### config.mk
export PLATFORM = sky130hd
export DESIGN_NAME = iars_host
export DESIGN_NICKNAME = d
export VERILOG_FILES = /design/src/design/iars_pkg.sv /design/src/design/iars_host.sv /design/src/design/iars_fifo.sv
export VERILOG_INCLUDE_DIRS = /design/src /design/src/design
export SDC_FILE = /design/constraint.sdc
export NUM_CORES = 1
export LEC_CHECK = 0
export BUFFER_PORTS_ARGS = -buffer_cell sky130_fd_sc_hd__buf_2
export CORE_UTILIZATION = 27
export DETAILED_ROUTE_END_ITERATION = 10
export PLACE_DENSITY = 0.41
export SYNTH_ARGS = -nofsm -noshare
export SYNTH_HDL_FRONTEND = slang
export SYNTH_SLANG_ARGS = --single-unit
### constraint.sdc
create_clock -name clk_sys -period 8.4 [get_ports clk_sys]
set_input_delay 0.84 -clock clk_sys [delete_from_list [all_inputs] [get_ports clk_sys]]
set_output_delay 0.84 -clock clk_sys [all_outputs]
set_load 0.02 [all_outputs]
### src/design/iars_defs.svh
// Timing, width and layout constants of the readout sequencer
`ifndef IARS_DEFS_SVH
`define IARS_DEFS_SVH

// ==========================================================
// Clock rate
`define IARS_CLK_MHZ         250

// ==========================================================
// Power-up and reset timing
`define IARS_POR_MS          250
`define IARS_POR_CYC         (`IARS_POR_MS * 1000 * `IARS_CLK_MHZ)
`define IARS_RST_US          1
`define IARS_RST_CYC         (`IARS_RST_US * `IARS_CLK_MHZ)

// ==========================================================
// Readback timing
`define IARS_QUIET_US        10
`define IARS_QUIET_CYC       (`IARS_QUIET_US * `IARS_CLK_MHZ)
`define IARS_WIN_US          266
`define IARS_WIN_CYC         (`IARS_WIN_US * `IARS_CLK_MHZ)
`define IARS_NCDR1_SLOW_NS   276500
`define IARS_NCDR1_FAST_NS   138200
`define IARS_NCDR1_SLOW_CYC  (`IARS_NCDR1_SLOW_NS * `IARS_CLK_MHZ / 1000)
`define IARS_NCDR1_FAST_CYC  (`IARS_NCDR1_FAST_NS * `IARS_CLK_MHZ / 1000)
`define IARS_INT_US          400
`define IARS_INT_CYC         (`IARS_INT_US * `IARS_CLK_MHZ)
`define IARS_SCLK_HALF       8
`define IARS_MCLK_HALF       25
`define IARS_SYNC_MARGIN     10

// ==========================================================
// Word and configuration layout
`define IARS_WORD_WIDE       20
`define IARS_WORD_NARROW     16
`define IARS_WORDS_PER_DEV   32
`define IARS_CFG_BITS        12
`define IARS_CFG_FMT_POS     8

`endif

### src/design/iars_pkg.sv
// State types of the readout sequencer
package iars_pkg;

	// ==========================================================
	// Power-up and run sequence
	typedef enum logic [2:0] {
		ST_PWR_LOW  = 3'b000,
		ST_CLK_WAIT = 3'b001,
		ST_RST_LOW  = 3'b010,
		ST_CFG      = 3'b011,
		ST_RUN      = 3'b100
	} iars_pwr_t;

	// ==========================================================
	// Readback sequence
	typedef enum logic [1:0] {
		RD_IDLE  = 2'b00,
		RD_ARM   = 2'b01,
		RD_SHIFT = 2'b10
	} iars_rd_t;

endpackage

### src/design/iars_host.sv
// Host sequencer: powers up, configures and reads a converter chain
//
// Contract
// - After a toggle, keep the shift clock idle for the quiet interval.
// - Finish shifting the whole chain before the next results are ready.
// - Size chain and shift rate so readback fits about 266 us.
// - Pause shifting around each toggle, resume after, finish before ready.
// - Noncontinuous with long integration: defer readback to second end.
// - Noncontinuous: finish second results before the next round starts.
// - Noncontinuous: quiet around toggles, end before new results ready.
// - Hold every converter input low until the supplies are stable.
// - Start the master clock before issuing any reset.
// - Wait at least 250 ms, then reset low for at least 1 us.
// - Program the configuration register after reset, before conversions.
// - The quiet interval around each toggle is at least 10 us.
`timescale 1ns/1ps
`include "iars_defs.svh"
module iars_host
	import iars_pkg::*;
#(
	parameter int unsigned CHAIN_DEVS = 1,
	parameter int unsigned POR_CYC    = `IARS_POR_CYC,
	parameter int unsigned INT_CYC    = `IARS_INT_CYC,
	parameter int unsigned SCLK_HALF  = `IARS_SCLK_HALF,
	parameter int unsigned MCLK_HALF  = `IARS_MCLK_HALF,
	parameter int unsigned CFG_BITS   = `IARS_CFG_BITS,
	parameter int unsigned FIFO_DEPTH = 8
) (
	input  wire logic                         clk_sys,
	input  wire logic                         rst,
	input  wire logic                         supplies_stable,
	input  wire logic                         noncont_mode,
	input  wire logic                         fast_grade,
	input  wire logic                         wide_words,
	input  wire logic [CFG_BITS-1:0]          cfg_value,
	input  wire logic                         results_ready_n,
	input  wire logic                         results_data,
	output logic                              master_clk,
	output logic                              adc_reset_n,
	output logic                              integrate_side_select,
	output logic                              readout_shift_clock,
	output logic                              cfg_data,
	output logic [`IARS_WORD_WIDE-1:0]        word_data,
	output logic                              word_valid,
	input  wire logic                         word_ready,
	output logic                              running,
	output logic                              readback_busy,
	output logic                              overrun
);
	localparam int unsigned WW      = `IARS_WORD_WIDE;
	localparam int unsigned QUIET   = `IARS_QUIET_CYC;
	localparam int unsigned RST_CYC = `IARS_RST_CYC;
	localparam int unsigned BLK_END = INT_CYC - QUIET - 2*SCLK_HALF - 2;
	localparam int unsigned TOTAL   = CHAIN_DEVS * `IARS_WORDS_PER_DEV;

	// ==========================================================
	// Elaboration checks
	if (2*SCLK_HALF < `IARS_SYNC_MARGIN || SCLK_HALF > 255) begin : g_bad_sclk
		$error("Shift clock half period out of range");
	end
	// chain must fit the readback window
	if (CHAIN_DEVS == 0 || TOTAL > 65535 ||
	    CHAIN_DEVS * WW * `IARS_WORDS_PER_DEV * 2 * SCLK_HALF
	    > `IARS_WIN_CYC) begin : g_bad_chain
		$error("Chain does not fit the readback window");
	end
	if (INT_CYC <= 2*QUIET + 4*SCLK_HALF + 4) begin : g_bad_int
		$error("Integration period too short for quiet intervals");
	end
	if (CFG_BITS <= `IARS_CFG_FMT_POS || CFG_BITS > 63) begin : g_bad_cfg
		$error("Configuration word width out of range");
	end
	if (MCLK_HALF == 0 || MCLK_HALF > 65535) begin : g_bad_mclk
		$error("Master clock half period out of range");
	end

	// ==========================================================
	// Pin synchronisers
	logic [1:0] sup_sync_r, rdy_sync_r, dat_sync_r;
	logic       rdy_d_r, rdy_fall;

	always_ff @(posedge clk_sys) begin
		if (rst) begin
			sup_sync_r <= 2'h0;
			rdy_sync_r <= 2'h3;
			dat_sync_r <= 2'h0;
			rdy_d_r    <= 1'b1;
		end else begin
			sup_sync_r <= {sup_sync_r[0], supplies_stable};
			rdy_sync_r <= {rdy_sync_r[0], results_ready_n};
			dat_sync_r <= {dat_sync_r[0], results_data};
			rdy_d_r    <= rdy_sync_r[1];
		end
	end
	assign rdy_fall = rdy_d_r && !rdy_sync_r[1];

	// ==========================================================
	// Sequencer state
	iars_pwr_t             pwr_r, pwr_nxt;
	iars_rd_t              rd_r, rd_nxt;
	logic [31:0]           gen_r, gen_nxt, int_r, int_nxt;
	logic [15:0]           mcnt_r, mcnt_nxt, word_r, word_nxt;
	logic [7:0]            half_r, half_nxt;
	logic [5:0]            bit_r, bit_nxt, wlen;
	logic [WW-1:0]         sh_r, sh_nxt, pd_r, pd_nxt;
	logic [CFG_BITS-1:0]   csh_r, csh_nxt, cfg_word;
	logic                  mclk_r, mclk_nxt, rstn_r, rstn_nxt;
	logic                  side_r, side_nxt, sclk_r, sclk_nxt;
	logic                  cfgd_r, cfgd_nxt, wide_r, wide_nxt;
	logic                  push_r, push_nxt, over_r, over_nxt;
	logic                  run_r, busy_r;
	logic                  fifo_in_ready, blocked, may_rise, fall;
	logic                  toggle, defer;
	logic [WW-1:0]         smp;

	always_comb begin
		pwr_nxt  = pwr_r;
		rd_nxt   = rd_r;
		gen_nxt  = gen_r;
		int_nxt  = int_r;
		mcnt_nxt = mcnt_r;
		word_nxt = word_r;
		half_nxt = half_r;
		bit_nxt  = bit_r;
		sh_nxt   = sh_r;
		pd_nxt   = pd_r;
		csh_nxt  = csh_r;
		mclk_nxt = mclk_r;
		rstn_nxt = rstn_r;
		side_nxt = side_r;
		sclk_nxt = sclk_r;
		cfgd_nxt = cfgd_r;
		wide_nxt = wide_r;
		over_nxt = over_r;
		push_nxt = push_r && !fifo_in_ready;
		toggle   = 1'b0;
		fall     = 1'b0;
		cfg_word = cfg_value;
		cfg_word[`IARS_CFG_FMT_POS] = wide_words;
		// word length from the format bit
		wlen = wide_r ? 6'(`IARS_WORD_WIDE) : 6'(`IARS_WORD_NARROW);
		smp  = {sh_r[WW-2:0], dat_sync_r[1]};
		// first ready delay per speed grade
		defer = noncont_mode && (INT_CYC > (fast_grade ?
			`IARS_NCDR1_FAST_CYC : `IARS_NCDR1_SLOW_CYC));
		// no rising edge near a toggle
		blocked  = (int_r < 32'(QUIET)) || (int_r >= 32'(BLK_END));
		may_rise = !push_r && ((pwr_r == ST_CFG) ||
			(pwr_r == ST_RUN && rd_r == RD_SHIFT && !blocked));

		// master clock runs once supplies are up
		if (pwr_r != ST_PWR_LOW) begin
			mcnt_nxt = mcnt_r + 16'h0001;
			if (mcnt_r == 16'(MCLK_HALF-1)) begin
				mcnt_nxt = 16'h0000;
				mclk_nxt = !mclk_r;
			end
		end

		// Shift clock engine, high phase completes unless supplies drop
		if (sclk_r) begin
			half_nxt = half_r + 8'h01;
			if (half_r == 8'(SCLK_HALF-1)) begin
				half_nxt = 8'h00;
				sclk_nxt = 1'b0;
				fall     = 1'b1;
			end
		end else if (may_rise) begin
			half_nxt = half_r + 8'h01;
			if (half_r == 8'(SCLK_HALF-1)) begin
				half_nxt = 8'h00;
				sclk_nxt = 1'b1;
			end
		end

		unique case (pwr_r)
			ST_PWR_LOW: begin
				if (sup_sync_r[1]) begin
					pwr_nxt  = ST_CLK_WAIT;
					rstn_nxt = 1'b1;
					gen_nxt  = 32'h0000_0000;
				end
			end
			// power-on wait before the reset pulse
			ST_CLK_WAIT: begin
				gen_nxt = gen_r + 32'h0000_0001;
				if (gen_r == 32'(POR_CYC-1)) begin
					pwr_nxt  = ST_RST_LOW;
					rstn_nxt = 1'b0;
					gen_nxt  = 32'h0000_0000;
				end
			end
			ST_RST_LOW: begin
				gen_nxt = gen_r + 32'h0000_0001;
				if (gen_r == 32'(RST_CYC-1)) begin
					pwr_nxt  = ST_CFG;
					rstn_nxt = 1'b1;
					csh_nxt  = cfg_word;
					cfgd_nxt = cfg_word[CFG_BITS-1];
					wide_nxt = wide_words;
					bit_nxt  = 6'h00;
				end
			end
			ST_CFG: begin
				if (fall) begin
					csh_nxt  = csh_r << 1;
					cfgd_nxt = csh_r[CFG_BITS-2];
					bit_nxt  = bit_r + 6'h01;
					if (bit_r == 6'(CFG_BITS-1)) begin
						pwr_nxt  = ST_RUN;
						cfgd_nxt = 1'b0;
						bit_nxt  = 6'h00;
						int_nxt  = 32'h0000_0000;
					end
				end
			end
			ST_RUN: begin
				int_nxt = int_r + 32'h0000_0001;
				if (int_r == 32'(INT_CYC-1)) begin
					int_nxt  = 32'h0000_0000;
					side_nxt = !side_r;
					toggle   = 1'b1;
				end
				if (fall && rd_r == RD_SHIFT) begin
					sh_nxt  = smp;
					bit_nxt = bit_r + 6'h01;
					if (bit_r == wlen - 6'h01) begin
						bit_nxt  = 6'h00;
						push_nxt = 1'b1;
						pd_nxt   = wide_r ? smp : {4'h0, smp[15:0]};
						word_nxt = word_r + 16'h0001;
						// stop after the last word of the chain
						if (word_r == 16'(TOTAL-1))
							rd_nxt = RD_IDLE;
					end
				end
				// noncontinuous with integration longer than the first ready delay defers to the second integration end
				if (rd_r == RD_ARM && toggle)
					rd_nxt = RD_SHIFT;
				if (rdy_fall) begin
					if (rd_r != RD_IDLE)
						over_nxt = 1'b1;
					else begin
						rd_nxt   = defer ? RD_ARM : RD_SHIFT;
						word_nxt = 16'h0000;
						bit_nxt  = 6'h00;
					end
				end
			end
			default: pwr_nxt = ST_PWR_LOW;
		endcase

		if (!sup_sync_r[1]) begin
			pwr_nxt  = ST_PWR_LOW;
			rd_nxt   = RD_IDLE;
			mcnt_nxt = 16'h0000;
			mclk_nxt = 1'b0;
			rstn_nxt = 1'b0;
			side_nxt = 1'b0;
			sclk_nxt = 1'b0;
			cfgd_nxt = 1'b0;
			half_nxt = 8'h00;
		end
	end

	always_ff @(posedge clk_sys) begin
		if (rst) begin
			pwr_r  <= ST_PWR_LOW;
			rd_r   <= RD_IDLE;
			gen_r  <= 32'h0000_0000;
			int_r  <= 32'h0000_0000;
			mcnt_r <= 16'h0000;
			word_r <= 16'h0000;
			half_r <= 8'h00;
			bit_r  <= 6'h00;
			sh_r   <= '0;
			pd_r   <= '0;
			csh_r  <= '0;
			mclk_r <= 1'b0;
			rstn_r <= 1'b0;
			side_r <= 1'b0;
			sclk_r <= 1'b0;
			cfgd_r <= 1'b0;
			wide_r <= 1'b1;
			push_r <= 1'b0;
			over_r <= 1'b0;
			run_r  <= 1'b0;
			busy_r <= 1'b0;
		end else begin
			pwr_r  <= pwr_nxt;
			rd_r   <= rd_nxt;
			gen_r  <= gen_nxt;
			int_r  <= int_nxt;
			mcnt_r <= mcnt_nxt;
			word_r <= word_nxt;
			half_r <= half_nxt;
			bit_r  <= bit_nxt;
			sh_r   <= sh_nxt;
			pd_r   <= pd_nxt;
			csh_r  <= csh_nxt;
			mclk_r <= mclk_nxt;
			rstn_r <= rstn_nxt;
			side_r <= side_nxt;
			sclk_r <= sclk_nxt;
			cfgd_r <= cfgd_nxt;
			wide_r <= wide_nxt;
			push_r <= push_nxt;
			over_r <= over_nxt;
			run_r  <= (pwr_nxt == ST_RUN);
			busy_r <= (rd_nxt != RD_IDLE);
		end
	end

	// ==========================================================
	// Word buffer, full buffer stalls the shift clock
	iars_fifo #(
		.WIDTH (WW),
		.DEPTH (FIFO_DEPTH)
	) u_fifo (
		.clk_sys   (clk_sys),
		.rst       (rst),
		.in_data   (pd_r),
		.in_valid  (push_r),
		.in_ready  (fifo_in_ready),
		.out_data  (word_data),
		.out_valid (word_valid),
		.out_ready (word_ready)
	);

	assign master_clk            = mclk_r;
	assign adc_reset_n           = rstn_r;
	assign integrate_side_select = side_r;
	assign readout_shift_clock   = sclk_r;
	assign cfg_data              = cfgd_r;
	assign running               = run_r;
	assign readback_busy         = busy_r;
	assign overrun               = over_r;

	// ==========================================================
	// Checker helpers
	logic [31:0] since_sclk_r, since_tog_r, low_r, clk_run_r, bits_r;
	logic [7:0]  cfg_falls_r;

	always_ff @(posedge clk_sys) begin
		if (rst) begin
			since_sclk_r <= 32'hffff_ffff;
			since_tog_r  <= 32'hffff_ffff;
			low_r        <= 32'h0000_0000;
			clk_run_r    <= 32'h0000_0000;
			bits_r       <= 32'h0000_0000;
			cfg_falls_r  <= 8'h00;
		end else begin
			if (sclk_nxt != sclk_r)
				since_sclk_r <= 32'h0000_0000;
			else if (since_sclk_r != 32'hffff_ffff)
				since_sclk_r <= since_sclk_r + 32'h0000_0001;
			if (side_nxt != side_r)
				since_tog_r <= 32'h0000_0000;
			else if (since_tog_r != 32'hffff_ffff)
				since_tog_r <= since_tog_r + 32'h0000_0001;
			low_r <= rstn_r ? 32'h0000_0000 : low_r + 32'h0000_0001;
			if (pwr_r == ST_PWR_LOW)
				clk_run_r <= 32'h0000_0000;
			else if (clk_run_r != 32'hffff_ffff)
				clk_run_r <= clk_run_r + 32'h0000_0001;
			if (rd_r == RD_IDLE && rd_nxt != RD_IDLE)
				bits_r <= 32'h0000_0000;
			else if (rd_r == RD_SHIFT && fall)
				bits_r <= bits_r + 32'h0000_0001;
			if (pwr_r == ST_PWR_LOW)
				cfg_falls_r <= 8'h00;
			else if (pwr_r == ST_CFG && fall)
				cfg_falls_r <= cfg_falls_r + 8'h01;
		end
	end
endmodule

### src/design/iars_fifo.sv
// Word FIFO with registered output stage
`timescale 1ns/1ps
module iars_fifo #(
	parameter int unsigned WIDTH = 20,
	parameter int unsigned DEPTH = 8
) (
	input  wire logic             clk_sys,
	input  wire logic             rst,
	input  wire logic [WIDTH-1:0] in_data,
	input  wire logic             in_valid,
	output logic                  in_ready,
	output logic      [WIDTH-1:0] out_data,
	output logic                  out_valid,
	input  wire logic             out_ready
);
	localparam int unsigned AW = (DEPTH > 1) ? $clog2(DEPTH) : 1;

	if (DEPTH < 2 || (1 << AW) != DEPTH) begin : g_bad_depth
		$error("FIFO depth must be a power of two, at least 2");
	end

	logic [WIDTH-1:0] mem_r [DEPTH];
	logic [AW-1:0]    wr_r, wr_nxt, rd_r, rd_nxt;
	logic [AW:0]      cnt_r, cnt_nxt;
	logic [WIDTH-1:0] out_r, out_nxt;
	logic             val_r, val_nxt;
	logic             push, load;

	// ==========================================================
	// Pointer and output stage update
	always_comb begin
		push    = in_valid && (cnt_r != (AW+1)'(DEPTH));
		load    = (cnt_r != '0) && (!val_r || out_ready);
		wr_nxt  = push ? wr_r + 1'b1 : wr_r;
		rd_nxt  = load ? rd_r + 1'b1 : rd_r;
		cnt_nxt = cnt_r;
		if (push && !load)
			cnt_nxt = cnt_r + 1'b1;
		else if (load && !push)
			cnt_nxt = cnt_r - 1'b1;
		out_nxt = out_r;
		val_nxt = val_r;
		if (load) begin
			out_nxt = mem_r[rd_r];
			val_nxt = 1'b1;
		end else if (out_ready) begin
			val_nxt = 1'b0;
		end
	end

	always_ff @(posedge clk_sys) begin
		if (rst) begin
			wr_r  <= '0;
			rd_r  <= '0;
			cnt_r <= '0;
			out_r <= '0;
			val_r <= 1'b0;
		end else begin
			wr_r  <= wr_nxt;
			rd_r  <= rd_nxt;
			cnt_r <= cnt_nxt;
			out_r <= out_nxt;
			val_r <= val_nxt;
		end
	end

	// ==========================================================
	// Storage
	always_ff @(posedge clk_sys) begin
		if (push)
			mem_r[wr_r] <= in_data;
	end

	assign in_ready  = (cnt_r != (AW+1)'(DEPTH));
	assign out_data  = out_r;
	assign out_valid = val_r;
endmodule

==> flow_summary.yaml <==
place:
  portBuffers: 47
  dpl.hpwl_um: 21100
  place.gp.congestion: 0.740
  placed_area_um2: 16500
logic_synthesis:
  ys_ff_latch: 373
  synth_top_area_share: 0.312
  ys_seq_area_frac: 0.588
  synth_cells: 1368
  synth_edf_count: 160
  synthTopCellsByArea: "edfxtp_1 (31%), dfxtp_1 (28%), mux4_2 (5.8%)"
  ys_top_cells_by_count: "dfxtp_1 (213), nor2_1 (171), edfxtp_1 (160), nand2_1 (150), a21oi_1 (69)"
  mappedNetlistArea_um2: 15400
  synthDistinctLibCells: 54
  synth_flop_cell: "dfxtp_1"
  yosys_warnings: 0
  postSynthAreaPerCell_um2: 11.3
  synthMostInstantiatedCell: "dfxtp_1"
  async_flop_share: 0
  synth_top_cell_by_area: "edfxtp_1"
  syn-num-nets: 1403
power:
  irDropWorstVdd_mv: 0.127
  p_seq_frac: 0.432
  p_sw_uw: 1210
  pwr-share-comb: 0.150
  clkPwrFrac: 0.418
  p_per_area_nw_per_um2: 256
  p_leak_uw: 0.00602
  intPower_uw: 3390
  swShare: 0.262
setup_path:
  end_kind: "flop"
  crit_path_start_kind: "flop"
  critPathArrivalTime_ps: 3500
  crit_type: "reg2reg"
  worstPathRequired_ps: 8850
  crit_path_max_fanout: 18
global_route:
  gr-usage-all-layers: 0.126
  grt_pass1_vias: 9908
  grt_pass1_wl_um: 57400
  antenna_found_initial: 0
  grt_max_degree: 74
  grt_overflow: 0
die:
  start_util: 0.274
  chipWidth_um: 241
  num_rows: 87
  die-area_um2: 58100
  core-area_um2: 56400
  io-pin-count: 50
  die_h_um: 241
clocking:
  cts_setup_buffers: 0
  htreeDepth: 2
  clkLatencyLatePin_ps: 580
  cts_resized: 0
  numCtsBuffers: 43
  clk_path_buf_depth: 3
  cts_sinks: 373
  cts_tree: "built"
  path_clk_slew_ps: 60
  hold_buffers: 0
  clockRootBuffer: "clkbuf_16"
sta:
  finalClockSkew_ps: 22.3
  timing.final.max_slew_violations: 0
  setup_viol: 0
  period_needed_ps: 3050
  period_share: 0.363
  worstMarginPinSlew_ps: 1110
  rsz0062_at_grt: "false"
  maxSlewHeadroom: 0.255
  final.setup.tns_ps: 0
  timing.fmax_mhz: 328
  hold_viol_final: 0
detailed_routing:
  first_pass_iters: 5
  post-route-drc-count: 0
  routedWlPerCell_um: 16.3
  vias: 10100
  drtAntennaViolNets: 0
  drt_iter0_drc: 499
  wirelength_um: 35900
  via_per_inst: 4.62
final_layout:
  fin_area_um2: 18000
  seq_area_um2: 9070
  final.fill_count: 5783
  syn2layout_area_growth_pct: 16.6
  n_antenna_cell: 0
  multiInputGateArea_um2: 6080
  nets: 1439
  drive_above_1_share: 0.136
hold_path:
  hp-class: "reg2reg"
run:
  cap_violations: 0
outcome:
  outcome: "completed"
## path summary, 6_finish.rpt
path	from	end	slack, ps	cells past startpoint
min	rdy_sync_r[0]	rdy_sync_r[1]	410	1
max reg2reg	pwr_r[1]	bit_r[3]	5350	5
min reg2reg	rdy_sync_r[0]	rdy_sync_r[1]	410	1
max	pwr_r[1]	bit_r[3]	5350	5
## cell families (layout without fill, tap and decap cells)
logic type | Yosys count | count (layout) | synth area share
AOI/OAI and AO/OA | 141 | 141 | 0.0577
xor gates and xnor gates | 98 | 98 | 0.0556
adders and majority gates | 14 | 14 | 0.0118
buffers and inverters | 91 | 161 | 0.0230
DFF | 373 | 373 | 0.588
muxes | 77 | 77 | 0.0824
and+or+nand+nor | 574 | 574 | 0.181
## layout make-up
| type | instances | area share |
|---|---|---|
| Sequential cell | 373 | 0.504 |
| Multi-Input combinational cell | 904 | 0.338 |
| Clock buffer | 63 | 0.0690 |
| Tap cell | 756 | 0.0526 |
| Timing Repair Buffer | 64 | 0.0203 |
| Clock inverter | 16 | 0.0119 |
| Inverter | 18 | 0.00376 |
## routing by layer
metal  track usage  share of wire  vias to the layer above
met5             0              0                        -
met4        0.0355          0.018                        0
met3        0.0242          0.037                       47
met2         0.203           0.46                      125
met1         0.172           0.48                     4947
li1              -              -                     5026
## power groups by stage
| stage | clock network, uW | logic [uW] | registers [uW] |
|---|---|---|---|
| after CTS | 1990 | 713 | 1990 |
| after global routing | 2070 | 763 | 2000 |
| after global placement | 0 | 705 | 2030 |
| after detailed placement | 0 | 711 | 2030 |
| after floorplan | 0 | 459 | 2080 |
| final | 1920 | 688 | 1990 |
## flip-flops by register name (all words and copies together) (netlist names), 8 cells and up
name / cells
sh_r: 19
int_r: 32
mcnt_r: 16
u_fifo.mem_r: 160
word_r: 16
pd_r: 20
u_fifo.out_data: 20
gen_r: 32
half_r: 8
csh_r: 11
## worst max-delay path, stage by stage (launching register included)
cell	delay (ps)
dfxtp_1	630
nand3b_1	850
o21ai_0	890
o22ai_1	310
nand4_1	180
nand3_1	90
## stage by stage
step | std cells | util | total power [uW] | setup WS, ps | hold WS (ps)
2_1_floorplan | 1368 | - | 2540 | 5320 | 389
3_3_place_gp | 2115 | 0.293 | 2730 | 5090 | 395
3_5_place_dp | 2115 | 0.293 | 2740 | 5050 | 393
4_1_cts | 2194 | 0.319 | 4700 | 5300 | 407
5_1_grt | 2194 | 0.319 | 4830 | 5040 | 436
6_report | 2194 | 0.319 | 4600 | 5350 | 406
## layout by cell type (no fill, tap or decap), types with 13 or more instances in the layout
| cell type | instances |
|---|---|
| mux2i_1 | 37 |
| buf_4 | 18 |
| nand2_1 | 150 |
| ha_1 | 13 |
| clkbuf_16 | 43 |
| xnor2_1 | 57 |
| edfxtp_1 | 160 |
| a21oi_1 | 69 |
| dfxtp_1 | 211 |
| and3_1 | 24 |
| inv_1 | 18 |
| mux4_2 | 40 |
| nand3_1 | 45 |
| nor2_1 | 167 |
| xor2_1 | 41 |
| nor3_1 | 31 |
| buf_2 | 46 |
| a211oi_1 | 33 |
| nor4_1 | 34 |
| o21ai_0 | 13 |
| nand4_1 | 33 |
Note: power is estimated with default switching activity, not from simulation.
